--- src/kmc_pkg.sv ---
// constants shared by the keyboard and mouse port controller
package kmc_pkg;
  // ***************
  // timing
  // ***************
  localparam int CLK_NS      = 40;
  localparam int INHIBIT_NS  = 100000;
  localparam int INHIBIT_CYC = (INHIBIT_NS + CLK_NS - 1) / CLK_NS;
  localparam int TICK_NS     = 10000;
  localparam int TICK_CYC    = TICK_NS / CLK_NS;
  // ***************
  // host port map
  // ***************
  localparam logic [7:0] ADR_DATA = 8'h60;
  localparam logic [7:0] ADR_CMD  = 8'h64;
  localparam logic [7:0] ADR_NONE = 8'hFF;
  // ***************
  // mode register
  // ***************
  localparam logic [7:0] MODE_RESET = 8'h00;
  localparam logic [7:0] MODE_MASK  = 8'h77;
  localparam int MODE_KIE  = 0;
  localparam int MODE_AIE  = 1;
  localparam int MODE_WARM = 2;
  localparam int MODE_KDIS = 4;
  localparam int MODE_ADIS = 5;
  localparam int MODE_XLAT = 6;
  localparam logic [7:0] OUT_RESET = 8'h00;
  // ***************
  // commands
  // ***************
  localparam logic [7:0] CMD_RAM_RD  = 8'h20;
  localparam logic [7:0] CMD_RAM_RDE = 8'h3F;
  localparam logic [7:0] CMD_RAM_WR  = 8'h60;
  localparam logic [7:0] CMD_RAM_WRE = 8'h7F;
  localparam logic [7:0] CMD_AUX_OFF = 8'hA7;
  localparam logic [7:0] CMD_AUX_ON  = 8'hA8;
  localparam logic [7:0] CMD_KBD_OFF = 8'hAD;
  localparam logic [7:0] CMD_KBD_ON  = 8'hAE;
  localparam logic [7:0] CMD_IN_RD   = 8'hC0;
  localparam logic [7:0] CMD_OUT_RD  = 8'hD0;
  localparam logic [7:0] CMD_OUT_WR  = 8'hD1;
  localparam logic [7:0] CMD_AUX_TX  = 8'hD4;
  localparam logic [7:0] RX_PARITY_ERROR_BYTE   = 8'hFF;
  localparam logic [7:0] BREAK_PFX   = 8'hF0;
  // ***************
  // scan-code translation table
  // ***************
  localparam logic [7:0] XLAT [128] = '{
    8'hFF,8'h43,8'h41,8'h3F,8'h3D,8'h3B,8'h3C,8'h58,8'h64,8'h44,8'h42,8'h40,8'h3E,8'h0F,8'h29,8'h59,
    8'h65,8'h38,8'h2A,8'h70,8'h1D,8'h10,8'h02,8'h5A,8'h66,8'h71,8'h2C,8'h1F,8'h1E,8'h11,8'h03,8'h5B,
    8'h67,8'h2E,8'h2D,8'h20,8'h12,8'h05,8'h04,8'h5C,8'h68,8'h39,8'h2F,8'h21,8'h14,8'h13,8'h06,8'h5D,
    8'h69,8'h31,8'h30,8'h23,8'h22,8'h15,8'h07,8'h5E,8'h6A,8'h72,8'h32,8'h24,8'h16,8'h08,8'h09,8'h5F,
    8'h6B,8'h33,8'h25,8'h17,8'h18,8'h0B,8'h0A,8'h60,8'h6C,8'h34,8'h35,8'h26,8'h27,8'h19,8'h0C,8'h61,
    8'h6D,8'h73,8'h28,8'h74,8'h1A,8'h0D,8'h62,8'h6D,8'h3A,8'h36,8'h1C,8'h1B,8'h75,8'h2B,8'h63,8'h76,
    8'h55,8'h56,8'h77,8'h78,8'h79,8'h7A,8'h0E,8'h7B,8'h7C,8'h4F,8'h7D,8'h4B,8'h47,8'h7E,8'h7F,8'h6F,
    8'h52,8'h53,8'h50,8'h4C,8'h4D,8'h48,8'h01,8'h45,8'h57,8'h4E,8'h51,8'h4A,8'h37,8'h49,8'h46,8'h54};
endpackage : kmc_pkg

--- src/kmc_top.sv ---
// keyboard and mouse port controller: links, fifo and host port
`timescale 1ns/10ps

// ***************
// fifo
// ***************
module kmc_fifo #(
  parameter int W     = 10,
  parameter int DEPTH = 32
) (
  input  wire logic         sys_clk_i,  // clock
  input  wire logic         sys_rst_i,  // sync reset
  input  wire logic         wr_valid_i, // push
  output logic              wr_ready_o, // not full
  input  wire logic [W-1:0] wr_data_i,  // push data
  output logic              rd_valid_o, // not empty
  input  wire logic         rd_ready_i, // pop
  output logic      [W-1:0] rd_data_o   // head word
);
  localparam int AW = $clog2(DEPTH);
  typedef struct packed {
    logic [AW:0] wptr;
    logic [AW:0] rptr;
  } kmc_fifo_reg_t;
  kmc_fifo_reg_t        r_reg, r_next;
  logic         [W-1:0] mem [DEPTH];
  logic                 push, pop;

  assign wr_ready_o = !((r_reg.wptr[AW-1:0] == r_reg.rptr[AW-1:0]) &&
                        (r_reg.wptr[AW] != r_reg.rptr[AW]));
  assign rd_valid_o = (r_reg.wptr != r_reg.rptr);
  assign rd_data_o  = mem[r_reg.rptr[AW-1:0]];
  assign push       = wr_valid_i && wr_ready_o;
  assign pop        = rd_ready_i && rd_valid_o;

  always_comb begin
    r_next = r_reg;
    if (push) r_next.wptr = r_reg.wptr + 1'b1;
    if (pop) r_next.rptr = r_reg.rptr + 1'b1;
  end

  always_ff @(posedge sys_clk_i) begin
    if (sys_rst_i) r_reg <= '0;
    else r_reg <= r_next;
    if (push) mem[r_reg.wptr[AW-1:0]] <= wr_data_i;
  end
endmodule : kmc_fifo

// ***************
// serial link
// ***************
module kmc_link #(
  parameter int TIMER_W = 8
) (
  input  wire logic       sys_clk_i,   // clock
  input  wire logic       sys_rst_i,   // sync reset
  input  wire logic       disable_i,   // hold clock low
  input  wire logic       ps_clk_i,    // link clock in
  input  wire logic       ps_dat_i,    // link data in
  output logic            ps_clk_oe_o, // pull clock low
  output logic            ps_dat_oe_o, // pull data low
  output logic      [7:0] rx_data_o,   // received byte
  output logic            rx_rx_parity_error_o,   // parity bad
  output logic            rx_valid_o,  // byte held
  input  wire logic       rx_ready_i,  // byte taken
  input  wire logic [7:0] tx_data_i,   // byte to send
  input  wire logic       tx_valid_i,  // send request
  output logic            tx_ready_o,  // send accepted
  output logic            timeout_o    // timer expired
);
  typedef enum logic [5:0] {
    ST_IDLE = 6'b000001, ST_RX  = 6'b000010, ST_HOLD = 6'b000100,
    ST_INH  = 6'b001000, ST_TX  = 6'b010000, ST_ACK  = 6'b100000
  } kmc_link_st_t;
  typedef struct packed {
    kmc_link_st_t       st;
    logic               clk_s1, clk_s2, clk_s3, dat_s1, dat_s2;
    logic [3:0]         bits;
    logic [9:0]         shreg;
    logic [7:0]         tick;
    logic [TIMER_W-1:0] timer;
    logic [11:0]        inh;
    logic               clk_oe, dat_oe;
    logic [7:0]         rx_data;
    logic               rx_rx_parity_error, rx_valid, tx_ready, timeout;
  } kmc_link_reg_t;
  kmc_link_reg_t r, n;
  logic          fall, expired;

  assign fall        = r.clk_s3 && !r.clk_s2;
  assign expired     = (r.timer == {TIMER_W{1'b1}});
  assign ps_clk_oe_o = r.clk_oe;
  assign ps_dat_oe_o = r.dat_oe;
  assign rx_data_o   = r.rx_data;
  assign rx_rx_parity_error_o   = r.rx_rx_parity_error;
  assign rx_valid_o  = r.rx_valid;
  assign tx_ready_o  = r.tx_ready;
  assign timeout_o   = r.timeout;

  always_comb begin
    n          = r;
    n.clk_s1   = ps_clk_i;
    n.clk_s2   = r.clk_s1;
    n.clk_s3   = r.clk_s2;
    n.dat_s1   = ps_dat_i;
    n.dat_s2   = r.dat_s1;
    n.tx_ready = 1'b0;
    n.timeout  = 1'b0;
    n.tick     = (r.tick == 8'(kmc_pkg::TICK_CYC - 1)) ? 8'h00 : r.tick + 8'h01;
    if (r.tick == 8'(kmc_pkg::TICK_CYC - 1) && !expired)
      n.timer = r.timer + 1'b1;
    case (r.st)
      ST_IDLE: begin
        n.timer  = '0;
        n.clk_oe = disable_i;
        n.dat_oe = 1'b0;
        if (!disable_i && tx_valid_i) begin
          n.st       = ST_INH;
          n.inh      = 12'h000;
          n.clk_oe   = 1'b1;
          n.tx_ready = 1'b1;
          n.shreg    = {1'b1, ~^tx_data_i, tx_data_i};
        end else if (!disable_i && !r.clk_oe && fall && !r.dat_s2) begin
          n.st   = ST_RX;
          n.bits = 4'h0;
        end
      end
      ST_RX: begin
        if (expired) begin
          n.st      = ST_IDLE;
          n.timeout = 1'b1;
        end else if (fall && r.bits == 4'h9) begin
          n.st       = ST_HOLD;
          n.clk_oe   = 1'b1;
          n.rx_valid = 1'b1;
          n.rx_rx_parity_error  = ~^r.shreg[8:0];
          n.rx_data  = (~^r.shreg[8:0]) ? kmc_pkg::RX_PARITY_ERROR_BYTE
                                        : r.shreg[7:0];
        end else if (fall) begin
          n.shreg = {1'b0, r.dat_s2, r.shreg[8:1]};
          n.bits  = r.bits + 4'h1;
        end
      end
      ST_HOLD: begin
        n.clk_oe = 1'b1;
        if (rx_ready_i) begin
          n.rx_valid = 1'b0;
          n.clk_oe   = 1'b0;
          n.st       = ST_IDLE;
        end
      end
      ST_INH: begin
        n.inh = r.inh + 12'h001;
        if (r.inh == 12'(kmc_pkg::INHIBIT_CYC - 1)) begin
          n.st     = ST_TX;
          n.dat_oe = 1'b1;
          n.clk_oe = 1'b0;
          n.bits   = 4'h0;
          n.timer  = '0;
        end
      end
      ST_TX: begin
        if (expired) begin
          n.st      = ST_IDLE;
          n.dat_oe  = 1'b0;
          n.timeout = 1'b1;
        end else if (fall) begin
          n.dat_oe = !r.shreg[0];
          n.shreg  = {1'b1, r.shreg[9:1]};
          n.bits   = r.bits + 4'h1;
          if (r.bits == 4'h9) n.st = ST_ACK;
        end
      end
      ST_ACK: begin
        if (expired) begin
          n.st      = ST_IDLE;
          n.timeout = 1'b1;
        end else if (fall && !r.dat_s2) n.st = ST_IDLE;
      end
      default: n.st = ST_IDLE;
    endcase
  end

  always_ff @(posedge sys_clk_i) begin
    if (sys_rst_i) begin
      r        <= '0;
      r.st     <= ST_IDLE;
      r.clk_s1 <= 1'b1;
      r.clk_s2 <= 1'b1;
      r.clk_s3 <= 1'b1;
    end else r <= n;
  end

  link_disable_a:
  assert property (@(posedge sys_clk_i) disable iff (sys_rst_i)
    r.st == ST_IDLE && disable_i |=> ps_clk_oe_o)
    else $error("disabled link clock not held low");
  rx_parity_error_byte_a:
  assert property (@(posedge sys_clk_i) disable iff (sys_rst_i)
    $rose(rx_valid_o) && rx_rx_parity_error_o |-> rx_data_o == kmc_pkg::RX_PARITY_ERROR_BYTE)
    else $error("parity error byte not FF");
  timer_expiry_a:
  assert property (@(posedge sys_clk_i) disable iff (sys_rst_i)
    timeout_o |-> $past(r.timer) == {TIMER_W{1'b1}})
    else $error("timeout without full timer");
  start_bit_a:
  assert property (@(posedge sys_clk_i) disable iff (sys_rst_i)
    r.st == ST_INH && r.inh == 12'(kmc_pkg::INHIBIT_CYC - 1)
    |=> ps_dat_oe_o && !ps_clk_oe_o)
    else $error("start bit not driven low");
  rx_frame_c: cover property (@(posedge sys_clk_i) $rose(rx_valid_o));
  tx_frame_c: cover property (@(posedge sys_clk_i) r.st == ST_ACK ##1 r.st == ST_IDLE);
endmodule : kmc_link

// ***************
// controller top
// ***************
module kmc_top (
  input  wire logic       sys_clk_i,    // clock
  input  wire logic       sys_rst_i,    // sync reset
  input  wire logic [7:0] io_addr_i,    // io address
  input  wire logic       io_rd_i,      // read strobe
  input  wire logic       io_wr_i,      // write strobe
  input  wire logic [7:0] io_wdata_i,   // write data
  output logic      [7:0] io_rdata_o,   // read data
  output logic            kbd_irq_o,    // keyboard interrupt
  output logic            aux_irq_o,    // mouse interrupt
  input  wire logic       kbd_clk_i,    // keyboard clock in
  output logic            kbd_clk_o,    // keyboard clock out
  output logic            kbd_clk_oe_o, // keyboard clock drive
  input  wire logic       kbd_dat_i,    // keyboard data in
  output logic            kbd_dat_o,    // keyboard data out
  output logic            kbd_dat_oe_o, // keyboard data drive
  input  wire logic       aux_clk_i,    // mouse clock in
  output logic            aux_clk_o,    // mouse clock out
  output logic            aux_clk_oe_o, // mouse clock drive
  input  wire logic       aux_dat_i,    // mouse data in
  output logic            aux_dat_o,    // mouse data out
  output logic            aux_dat_oe_o, // mouse data drive
  input  wire logic [7:0] in_port_i,    // parallel port 1
  output logic      [7:0] out_port_o    // parallel port 2
);
  typedef enum logic [3:0] {
    PEND_NONE = 4'b0001, PEND_RAM = 4'b0010,
    PEND_OUT  = 4'b0100, PEND_AUX = 4'b1000
  } kmc_pend_t;
  typedef struct packed {
    kmc_pend_t  pend;
    logic [4:0] ram_idx;
    logic [7:0] ib, ob, resp, mode, rdata, out_port, in_s1, in_s2;
    logic       in_buffer_full, cd, out_buffer_full, ods, rx_parity_error, terr, resp_v, brk, kbd_interrupt_line, airq;
  } kmc_top_reg_t;
  kmc_top_reg_t r, n;
  logic [7:0]   ram_mem [1:31];
  logic         ram_we, kbd_tx_v, aux_tx_v, fifo_pop, fifo_rd_v, fifo_wr_rdy;
  logic [9:0]   fifo_wdata, fifo_rdata;
  logic [7:0]   kbd_rx_data, aux_rx_data, status;
  logic         kbd_rx_v, aux_rx_v, kbd_rx_rx_parity_error, aux_rx_rx_parity_error;
  logic         kbd_push, aux_push, kbd_tx_rdy, aux_tx_rdy, kbd_to, aux_to;

  assign kbd_clk_o  = 1'b0;
  assign kbd_dat_o  = 1'b0;
  assign aux_clk_o  = 1'b0;
  assign aux_dat_o  = 1'b0;
  assign io_rdata_o = r.rdata;
  assign kbd_irq_o  = r.kbd_interrupt_line;
  assign aux_irq_o  = r.airq;
  assign out_port_o = r.out_port;
  assign kbd_push   = kbd_rx_v && fifo_wr_rdy;
  assign aux_push   = aux_rx_v && fifo_wr_rdy && !kbd_rx_v;
  assign fifo_wdata = kbd_rx_v ? {1'b0, kbd_rx_rx_parity_error, kbd_rx_data}
                               : {1'b1, aux_rx_rx_parity_error, aux_rx_data};
  assign status = {r.rx_parity_error, r.terr, r.ods, r.in_s2[7], r.cd,
                   r.mode[kmc_pkg::MODE_WARM], r.in_buffer_full, r.out_buffer_full};

  kmc_link #(.TIMER_W(8)) u_kbd_link (
    .sys_clk_i(sys_clk_i), .sys_rst_i(sys_rst_i),
    .disable_i(r.mode[kmc_pkg::MODE_KDIS]),
    .ps_clk_i(kbd_clk_i), .ps_dat_i(kbd_dat_i),
    .ps_clk_oe_o(kbd_clk_oe_o), .ps_dat_oe_o(kbd_dat_oe_o),
    .rx_data_o(kbd_rx_data), .rx_rx_parity_error_o(kbd_rx_rx_parity_error),
    .rx_valid_o(kbd_rx_v), .rx_ready_i(kbd_push),
    .tx_data_i(r.ib), .tx_valid_i(kbd_tx_v), .tx_ready_o(kbd_tx_rdy),
    .timeout_o(kbd_to));
  kmc_link #(.TIMER_W(8)) u_aux_link (
    .sys_clk_i(sys_clk_i), .sys_rst_i(sys_rst_i),
    .disable_i(r.mode[kmc_pkg::MODE_ADIS]),
    .ps_clk_i(aux_clk_i), .ps_dat_i(aux_dat_i),
    .ps_clk_oe_o(aux_clk_oe_o), .ps_dat_oe_o(aux_dat_oe_o),
    .rx_data_o(aux_rx_data), .rx_rx_parity_error_o(aux_rx_rx_parity_error),
    .rx_valid_o(aux_rx_v), .rx_ready_i(aux_push),
    .tx_data_i(r.ib), .tx_valid_i(aux_tx_v), .tx_ready_o(aux_tx_rdy),
    .timeout_o(aux_to));
  kmc_fifo #(.W(10), .DEPTH(32)) u_fifo (
    .sys_clk_i(sys_clk_i), .sys_rst_i(sys_rst_i),
    .wr_valid_i(kbd_rx_v || aux_rx_v), .wr_ready_o(fifo_wr_rdy),
    .wr_data_i(fifo_wdata), .rd_valid_o(fifo_rd_v),
    .rd_ready_i(fifo_pop), .rd_data_o(fifo_rdata));

  always_comb begin
    n        = r;
    ram_we   = 1'b0;
    kbd_tx_v = 1'b0;
    aux_tx_v = 1'b0;
    fifo_pop = 1'b0;
    n.in_s1  = in_port_i;
    n.in_s2  = r.in_s1;
    // command and data consumption
    if (r.in_buffer_full && r.cd && !r.resp_v) begin
      n.in_buffer_full = 1'b0;
      n.cd  = 1'b0;
      if (r.ib >= kmc_pkg::CMD_RAM_RD && r.ib <= kmc_pkg::CMD_RAM_RDE) begin
        n.resp_v = 1'b1;
        n.resp   = (r.ib[4:0] == 5'h00) ? (r.mode & kmc_pkg::MODE_MASK)
                                        : ram_mem[r.ib[4:0]];
      end else if (r.ib >= kmc_pkg::CMD_RAM_WR &&
                   r.ib <= kmc_pkg::CMD_RAM_WRE) begin
        n.pend    = PEND_RAM;
        n.ram_idx = r.ib[4:0];
      end else begin
        case (r.ib)
          kmc_pkg::CMD_KBD_OFF: n.mode[kmc_pkg::MODE_KDIS] = 1'b1;
          kmc_pkg::CMD_KBD_ON:  n.mode[kmc_pkg::MODE_KDIS] = 1'b0;
          kmc_pkg::CMD_AUX_OFF: n.mode[kmc_pkg::MODE_ADIS] = 1'b1;
          kmc_pkg::CMD_AUX_ON:  n.mode[kmc_pkg::MODE_ADIS] = 1'b0;
          kmc_pkg::CMD_IN_RD: begin
            n.resp_v = 1'b1;
            n.resp   = r.in_s2;
          end
          kmc_pkg::CMD_OUT_RD: begin
            n.resp_v = 1'b1;
            n.resp   = r.out_port;
          end
          kmc_pkg::CMD_OUT_WR: n.pend = PEND_OUT;
          kmc_pkg::CMD_AUX_TX: n.pend = PEND_AUX;
          default: n.pend = PEND_NONE;
        endcase
      end
    end else if (r.in_buffer_full && !r.cd) begin
      case (r.pend)
        PEND_RAM: begin
          n.in_buffer_full  = 1'b0;
          n.pend = PEND_NONE;
          if (r.ram_idx == 5'h00) n.mode = r.ib & kmc_pkg::MODE_MASK;
          else ram_we = 1'b1;
        end
        PEND_OUT: begin
          n.in_buffer_full      = 1'b0;
          n.pend     = PEND_NONE;
          n.out_port = r.ib;
        end
        PEND_AUX: begin
          aux_tx_v = 1'b1;
          if (aux_tx_rdy) begin
            n.in_buffer_full  = 1'b0;
            n.pend = PEND_NONE;
          end
        end
        default: begin
          kbd_tx_v = 1'b1;
          if (kbd_tx_rdy) n.in_buffer_full = 1'b0;
        end
      endcase
    end
    // host reads, address decode
    if (io_rd_i) begin
      if (io_addr_i == kmc_pkg::ADR_DATA) begin
        n.rdata = r.ob;
        n.out_buffer_full   = 1'b0;
      end else if (io_addr_i == kmc_pkg::ADR_CMD) n.rdata = status;
      else n.rdata = kmc_pkg::ADR_NONE;
    end
    // output buffer load, command answers first
    if (!r.out_buffer_full) begin
      if (r.resp_v) begin
        n.ob     = r.resp;
        n.out_buffer_full    = 1'b1;
        n.ods    = 1'b0;
        n.resp_v = 1'b0;
      end else if (fifo_rd_v) begin
        fifo_pop = 1'b1;
        if (!fifo_rdata[9] && !fifo_rdata[8] && r.mode[kmc_pkg::MODE_XLAT] &&
            fifo_rdata[7:0] == kmc_pkg::BREAK_PFX) n.brk = 1'b1;
        else begin
          n.ob = fifo_rdata[7:0];
          if (!fifo_rdata[9] && !fifo_rdata[8] && !fifo_rdata[7] &&
              r.mode[kmc_pkg::MODE_XLAT])
            n.ob = kmc_pkg::XLAT[fifo_rdata[6:0]] | {r.brk, 7'h00};
          if (!fifo_rdata[9]) n.brk = 1'b0;
          n.out_buffer_full  = 1'b1;
          n.ods  = fifo_rdata[9];
          n.rx_parity_error = fifo_rdata[8];
          n.terr = 1'b0;
        end
      end
    end
    if (kbd_to || aux_to) n.terr = 1'b1;
    // host writes win over consumption
    if (io_wr_i && io_addr_i == kmc_pkg::ADR_CMD) begin
      n.ib  = io_wdata_i;
      n.in_buffer_full = 1'b1;
      n.cd  = 1'b1;
    end else if (io_wr_i && io_addr_i == kmc_pkg::ADR_DATA) begin
      n.ib  = io_wdata_i;
      n.in_buffer_full = 1'b1;
      n.cd  = 1'b0;
    end
    n.kbd_interrupt_line = n.out_buffer_full && !n.ods && n.mode[kmc_pkg::MODE_KIE];
    n.airq = n.out_buffer_full && n.ods && n.mode[kmc_pkg::MODE_AIE];
  end

  always_ff @(posedge sys_clk_i) begin
    if (sys_rst_i) begin
      r          <= '0;
      r.pend     <= PEND_NONE;
      r.mode     <= kmc_pkg::MODE_RESET;
      r.out_port <= kmc_pkg::OUT_RESET;
    end else r <= n;
    if (ram_we) ram_mem[r.ram_idx] <= r.ib;
  end

  obf_clear_a:
  assert property (@(posedge sys_clk_i) disable iff (sys_rst_i)
    io_rd_i && io_addr_i == kmc_pkg::ADR_DATA && r.out_buffer_full |=> !r.out_buffer_full)
    else $error("output-full not cleared by data read");
  ibf_set_a:
  assert property (@(posedge sys_clk_i) disable iff (sys_rst_i)
    io_wr_i && (io_addr_i == kmc_pkg::ADR_DATA ||
                io_addr_i == kmc_pkg::ADR_CMD) |=> r.in_buffer_full)
    else $error("input-full not set by host write");
  sys_flag_a:
  assert property (@(posedge sys_clk_i) disable iff (sys_rst_i)
    io_rd_i && io_addr_i == kmc_pkg::ADR_CMD
    |=> io_rdata_o[2] == $past(r.mode[kmc_pkg::MODE_WARM]))
    else $error("system flag differs from mode bit");
  mode_resv_a:
  assert property (@(posedge sys_clk_i) disable iff (sys_rst_i)
    r.mode[3] == 1'b0 && r.mode[7] == 1'b0)
    else $error("reserved mode bit set");
  kbd_irq_a:
  assert property (@(posedge sys_clk_i) disable iff (sys_rst_i)
    kbd_irq_o == (r.out_buffer_full && !r.ods && r.mode[kmc_pkg::MODE_KIE]))
    else $error("keyboard interrupt wrong");
  aux_irq_a:
  assert property (@(posedge sys_clk_i) disable iff (sys_rst_i)
    aux_irq_o == (r.out_buffer_full && r.ods && r.mode[kmc_pkg::MODE_AIE]))
    else $error("mouse interrupt wrong");
  mode_read_a:
  assert property (@(posedge sys_clk_i) disable iff (sys_rst_i)
    r.in_buffer_full && r.cd && !r.resp_v && r.ib == kmc_pkg::CMD_RAM_RD
    |=> r.resp_v && r.resp == $past(r.mode))
    else $error("command 20 did not return mode");
  mode_read_c: cover property (@(posedge sys_clk_i)
    r.resp_v ##[1:4] r.out_buffer_full);
  fifo_full_c: cover property (@(posedge sys_clk_i) !fifo_wr_rdy);
endmodule : kmc_top

--- config.mk ---
export PLATFORM = sky130hd
export DESIGN_NAME = kmc_top
export DESIGN_NICKNAME = d
export VERILOG_FILES = /design/src/kmc_pkg.sv /design/src/kmc_top.sv
export SDC_FILE = /design/constraint.sdc
export NUM_CORES = 1
export LEC_CHECK = 0
export BUFFER_PORTS_ARGS = -buffer_cell sky130_fd_sc_hd__buf_4
export CAP_MARGIN = 20
export CORE_ASPECT_RATIO = 1.1
export CORE_MARGIN = 2
export CORE_UTILIZATION = 60
export CTS_BUF_LIST = sky130_fd_sc_hd__clkbuf_4
export CTS_CLUSTER_SIZE = 16
export DETAILED_ROUTE_END_ITERATION = 7
export GPL_ROUTABILITY_DRIVEN = 0
export PLACE_DENSITY = 0.8
export SYNTH_ARGS = -nofsm -noshare
export SYNTH_HDL_FRONTEND = slang
export SYNTH_HIERARCHICAL = 1
export SYNTH_SLANG_ARGS = --single-unit
--- constraint.sdc ---
create_clock -name sys_clk_i -period 9.1 [get_ports sys_clk_i]
set_input_delay 0.455 -clock sys_clk_i [delete_from_list [all_inputs] [get_ports sys_clk_i]]
set_output_delay 0.455 -clock sys_clk_i [all_outputs]
set_load 0.02 [all_outputs]
# Word-level counts from Yosys, hierarchy flattened
# Memories as Yosys holds them, arrays and structs flattened. A register that Yosys moved wholly into a read port is not among the register bits.
# Index checks and enable logic that the tools add are counted.
# W data, S select, Z words.
# classes
n_addsub	10
magnitude_cmp	5
n_eq_ne	82
n_mux	162
n_bitwise	13
n_reduce_logical	128
# ops
operator	n
$mux W6	26
$mux W8	19
$mux W14	10
$eq A8 B8 Y1 const B	13
$pmux W20 S2	2
$pmux W6 S6	2
$pmux W10 S3	2
$mux W1	54
$mux W4	12
$logic_and A1 B1 Y1	38
$ne A3 B1 Y1 const B	12
$add A8 B1 Y8 const B	4
$ne A2 B1 Y1 const B	16
$pmux W4 S4	2
$reduce_and A4 Y1	8
$mux W10	3
$ne A2 B2 Y1 const B	14
$reduce_and A7 Y1	4
$reduce_and A3 Y1	9
$mux W13	2
$mux W5	5
$add A12 B1 Y12 const B	2
$eq A12 B12 Y1 const B	2
$reduce_bool A3 Y1	7
48 further kinds	132
# totals
reg_bits	227
ram_bits	568
romBits	1024
in_bits	32
output_inout_bits	26
elab_cells	464
n_memories	3
# mem_list
name	depth	width	read_ports	rd_clocked_by_memory_dff	wr	line_no	rtl
(name not given)	128	8	1	0	0	kmc_top.sv:388	n.ob = kmc_pkg::XLAT[fifo_rdata[6:0]] | {r.brk, 7'h00};
u_fifo.mem	32	10	1	1	1	kmc_top.sv:26	logic [W-1:0] mem [DEPTH];
ram_mem	31	8	1	1	1	kmc_top.sv:254	logic [7:0] ram_mem [1:31];

# Longest topological paths before layout
# logic_depth
ltp_word	11
ltp_mapped	18
ltp_nobuf	13

# Modules after synthesis
# Netlist, hierarchy kept.
# modules_own_cells
module	n_inst	cells_per_inst	area_per_inst_um2	seq_area_each_um2
kmc_top	1	1114	15244.6	9168.8
kmc_fifo	1	806	13399.1	9949.5
kmc_link at u_aux_link	1	385	3258.1	1341.3
kmc_link at u_kbd_link	1	383	3236.9	1341.3

# Worst setup path after synthesis
# OpenSTA, ideal clock, no wires.
# synth_timing
kind	reg2reg
startpoint	reg with a tool-made name
endpoint	reg, netlist name r[59]
setup_ns	0.087
arrival_time_ns	3.548
required_ns	9.013
slack_ns	5.465
path_stages_with_launch	17
path_buffers	5
synth_period_minus_slack_ns	3.635
path_cell_list	dfxtp_1 > buf_2 > buf_4 > buf_2 > mux2i_1 > a22oi_1 > nand4_1 > nand3_1 > clkbuf_1 > inv_1 > ha_1 > clkbuf_1 > a21boi_0 > mux4_2 > a221oi_1 > nor3_1 > o31ai_1

==> impl_metrics.env <==
export IMPL_synth_edf_count=568
export IMPL_synth_cell_area_um2=35100
export IMPL_setup_viol=0
export IMPL_synth_compound_area_share=0.0779
export IMPL_fin_skew_ns=0.0786
export IMPL_grt_ovfl_total=0
export IMPL_port_buffers=53
export IMPL_synthArstFlopShare=0
export IMPL_cts_buffer_depth=3
export IMPL_dp_cells=3332
export IMPL_synth_top_family_by_area="simple AND/OR/NAND/NOR gates"
export IMPL_outcome="finished clean"
export IMPL_r2r_cells=14
export IMPL_synth_seq_cells=805
export IMPL_drtAntennaViolNets=0
export IMPL_routed_via_density=6.21
export IMPL_min_period_over_period=0.625
export IMPL_cts_sink_count=805
export IMPL_rsz0062_at_grt="no"
export IMPL_finalWorstPathRequiredPeriod_ns=5.69
export IMPL_cap_violations=0
export IMPL_drc=0
export IMPL_critPathRequiredTime_ns=9.98
export IMPL_tightest_slew_ns=1.13
export IMPL_grt_max_degree=88
export IMPL_setup_tns_ns=0
export IMPL_maxSlewHeadroom=0.241
export IMPL_criticalPathCategory="flip-flop to flip-flop"
export IMPL_start_kind="flip-flop"
export IMPL_synthToLayoutAreaGrowth_pct=9.75
export IMPL_final_max_slew_violation_count=0
export IMPL_routedWlPerCell_um=21.7
export IMPL_crit_path_max_fanout=57
export IMPL_grt_use_met2=0.444
export IMPL_clk_pin_slew_ns=0.06
export IMPL_drt_total_wl_um=80600
export IMPL_max_clock_freq_mhz=176
export IMPL_synth_cells=2688
export IMPL_drt_first_pass_iters=6
export IMPL_vias=23100
export IMPL_first_iter_violations=2637
export IMPL_gr_usage_met1=0.331
export IMPL_fin_cells=3720
export IMPL_rows=93
export IMPL_die_area_um2=60500
export IMPL_p_leak_uw=0.0128
export IMPL_antenna_found_initial=3
export IMPL_initial_core_util=0.604
export IMPL_cp_end_kind="flip-flop"
export IMPL_drive_gt1_frac=0.172
export IMPL_timing_reg2reg_setup_slack_ns=3.41
export IMPL_ys_types=97
export IMPL_cts_buffers=188
export IMPL_critPathCapture="aux_irq_o$_SDFF_PP0_"
export IMPL_cts_hold_buffers=36
export IMPL_p_per_area_nw_per_um2=186
export IMPL_vdd_ir_drop_max_uv=131
export IMPL_htreeDepth=4
export IMPL_synth_top_area_frac=0.485
export IMPL_hpwl_um=49800
export IMPL_seq_area_frac_synth=0.620
export IMPL_first_global_vias=22900
export IMPL_cts_repair_resize_count=0
export IMPL_cts_tree="done"
export IMPL_yosys_area_share_xor_xnor=0.0236
export IMPL_hold_viol_final=0
export IMPL_final_nets=2861
export IMPL_grt_pass1_wl_um=125000
export IMPL_grt_use_met3=0.0563
export IMPL_grt_usage=0.265
export IMPL_cp_data_arrival_time_ns=6.57
export IMPL_min_path_type="input pin to flip-flop"
export IMPL_core_area_um2=58200
export IMPL_synth_top_area_cell="edfxtp_1"
export IMPL_post_cts_buffers=0
export IMPL_cts_root_buf="clkbuf_4"
export IMPL_synth_adder_area_share=0.00855
export IMPL_yosysWarnings=6
export IMPL_die_h_um=258
export IMPL_muxShareOfSynthArea=0.116
export IMPL_num_fill_cells=4072
export IMPL_ios=58
export IMPL_yosys_area_share_simple=0.117
export IMPL_clkLatencyLatePin_ns=1.04
export IMPL_largest_reg_flops=320
export IMPL_final_util=0.663
export IMPL_r2r_end="aux_irq_o$_SDFF_PP0_"
export IMPL_die_w_um=235
export IMPL_ys_flop_type="edfxtp_1"
export IMPL_syn_area_per_cell_um2=13.1
export IMPL_top_usage_layer="met2"
export IMPL_synthTopCellsByArea="edfxtp_1 (49%), dfxtp_1 (14%), mux2i_1 (6.4%), mux4_2 (3.2%), nor2_1 (3.0%)"
[cell usage after synthesis, types with 20 or more instances]
cell	count
a211oi_1	48
a21oi_1	96
a22o_1	23
a22oi_1	48
a311oi_1	24
a31oi_1	26
buf_2	34
buf_4	51
clkbuf_1	91
dfxtp_1	237
edfxtp_1	568
ha_1	24
inv_1	45
mux2i_1	223
mux4_1	20
mux4_2	50
nand2_1	146
nand2b_1	34
nand3_1	73
nand4_1	25
nor2_1	284
nor2b_1	55
nor3_1	42
o21ai_0	39
xnor2_1	55
xor2_1	36
[layout by cell type, fill, tap and decap left out, drive strengths merged, types with 18 or more instances in the layout]
cell type	instances
a211oi	49
a21oi	99
a22o	23
a22oi	48
a311oi	24
a31oi	26
and3	18
buf	88
clkbuf	267
clkinv	65
dfxtp	237
dlygate4sd3	36
edfxtp	568
ha	24
inv	49
mux2	18
mux2i	223
mux4	70
nand2	146
nand2b	34
nand3	74
nand4	25
nor2	286
nor2b	55
nor3	46
o21ai	39
or2	18
xnor2	56
xor2	37
[layout make-up]
cell class / count / area [um^2] / area share
clock buffer: 265 / 1990 / 0.0516
inverter: 45 / 169 / 0.00438
tap: 760 / 951 / 0.0247
timing repair buffer: 126 / 1050 / 0.0274
multi-input combinational: 1639 / 12100 / 0.314
antenna: 2 / 5.00 / 0.000130
clock inverter: 78 / 478 / 0.0124
sequential: 805 / 21800 / 0.566
[layer usage]
layer  vias to the layer above  share of wire  wire (um)
met5                         -              0          0
met2                      1198           0.50      40200
li1                      10400              -          -
met3                       194          0.084       6790
met4                         0          0.036       2920
met1                     11300           0.38      30700
[how the worst min path moves through the flow]
| stage | start | to | slack [ns] | cells after the start |
|---|---|---|---|---|
| finish | io_addr_i[4] | io_rdata_o[5]$_SDFFE_PP0P_ | 0.12 | 4 |
| global route | io_addr_i[3] | io_rdata_o[5]$_SDFFE_PP0P_ | 0.1 | 4 |
| CTS | io_addr_i[4] | io_rdata_o[6]$_SDFFE_PP0P_ | 0.03 | 4 |
| detailed placement | u_aux_link/n[59]$_SDFF_PP1_ | u_aux_link/n[58]$_SDFF_PP1_ | 0.40 | 1 |
| global placement | u_aux_link/n[59]$_SDFF_PP1_ | u_aux_link/n[58]$_SDFF_PP1_ | 0.39 | 1 |
| floorplan | u_aux_link/n[59]$_SDFF_PP1_ | u_aux_link/n[58]$_SDFF_PP1_ | 0.39 | 1 |
[logic make-up (layout without fill, tap and decap cells)]
| group | count (synthesis) | after routing |
|---|---|---|
| xor+xnor | 93 | 93 |
| buf+inv | 247 | 514 |
| other cells | 1 | 6 |
| compound gates | 392 | 392 |
| mux | 311 | 311 |
| flops | 805 | 805 |
| simple gates | 815 | 815 |
| fa+ha+maj | 24 | 24 |
[worst max-delay path: stages (launching register included)]
cell      delay, ns
dfxtp_4        0.60
buf_4          0.84
mux2i_1        0.27
a22o_1         0.15
nor3_1         0.05
a31oi_1        0.35
nand3_1        0.57
inv_1          0.43
ha_1           0.52
nand4b_1       0.16
or4_4          0.56
a21oi_2        0.17
or2_1          0.42
o21ai_0        0.22
and3b_1        0.22
[stage by stage]
step           cell area [um^2]  total power [uW]  worst slack, ns  hold WS, ns
2_1_floorplan             35200              4270             5.47        0.389
3_3_place_gp              35700              4330             3.74        0.393
3_5_place_dp              35700              4350             3.61        0.402
4_1_cts                   38500              7260             3.55       0.0266
5_1_grt                   38600              7480             3.11       0.0954
6_report                  38600              7190             3.41        0.116
[power breakdown]
group | internal, uW | switching (uW)
combinational | 146 | 190
sequential | 3910 | 42.8
clock | 1500 | 1410
total | 5550 | 1640
(Power assumes the default switching activity.)
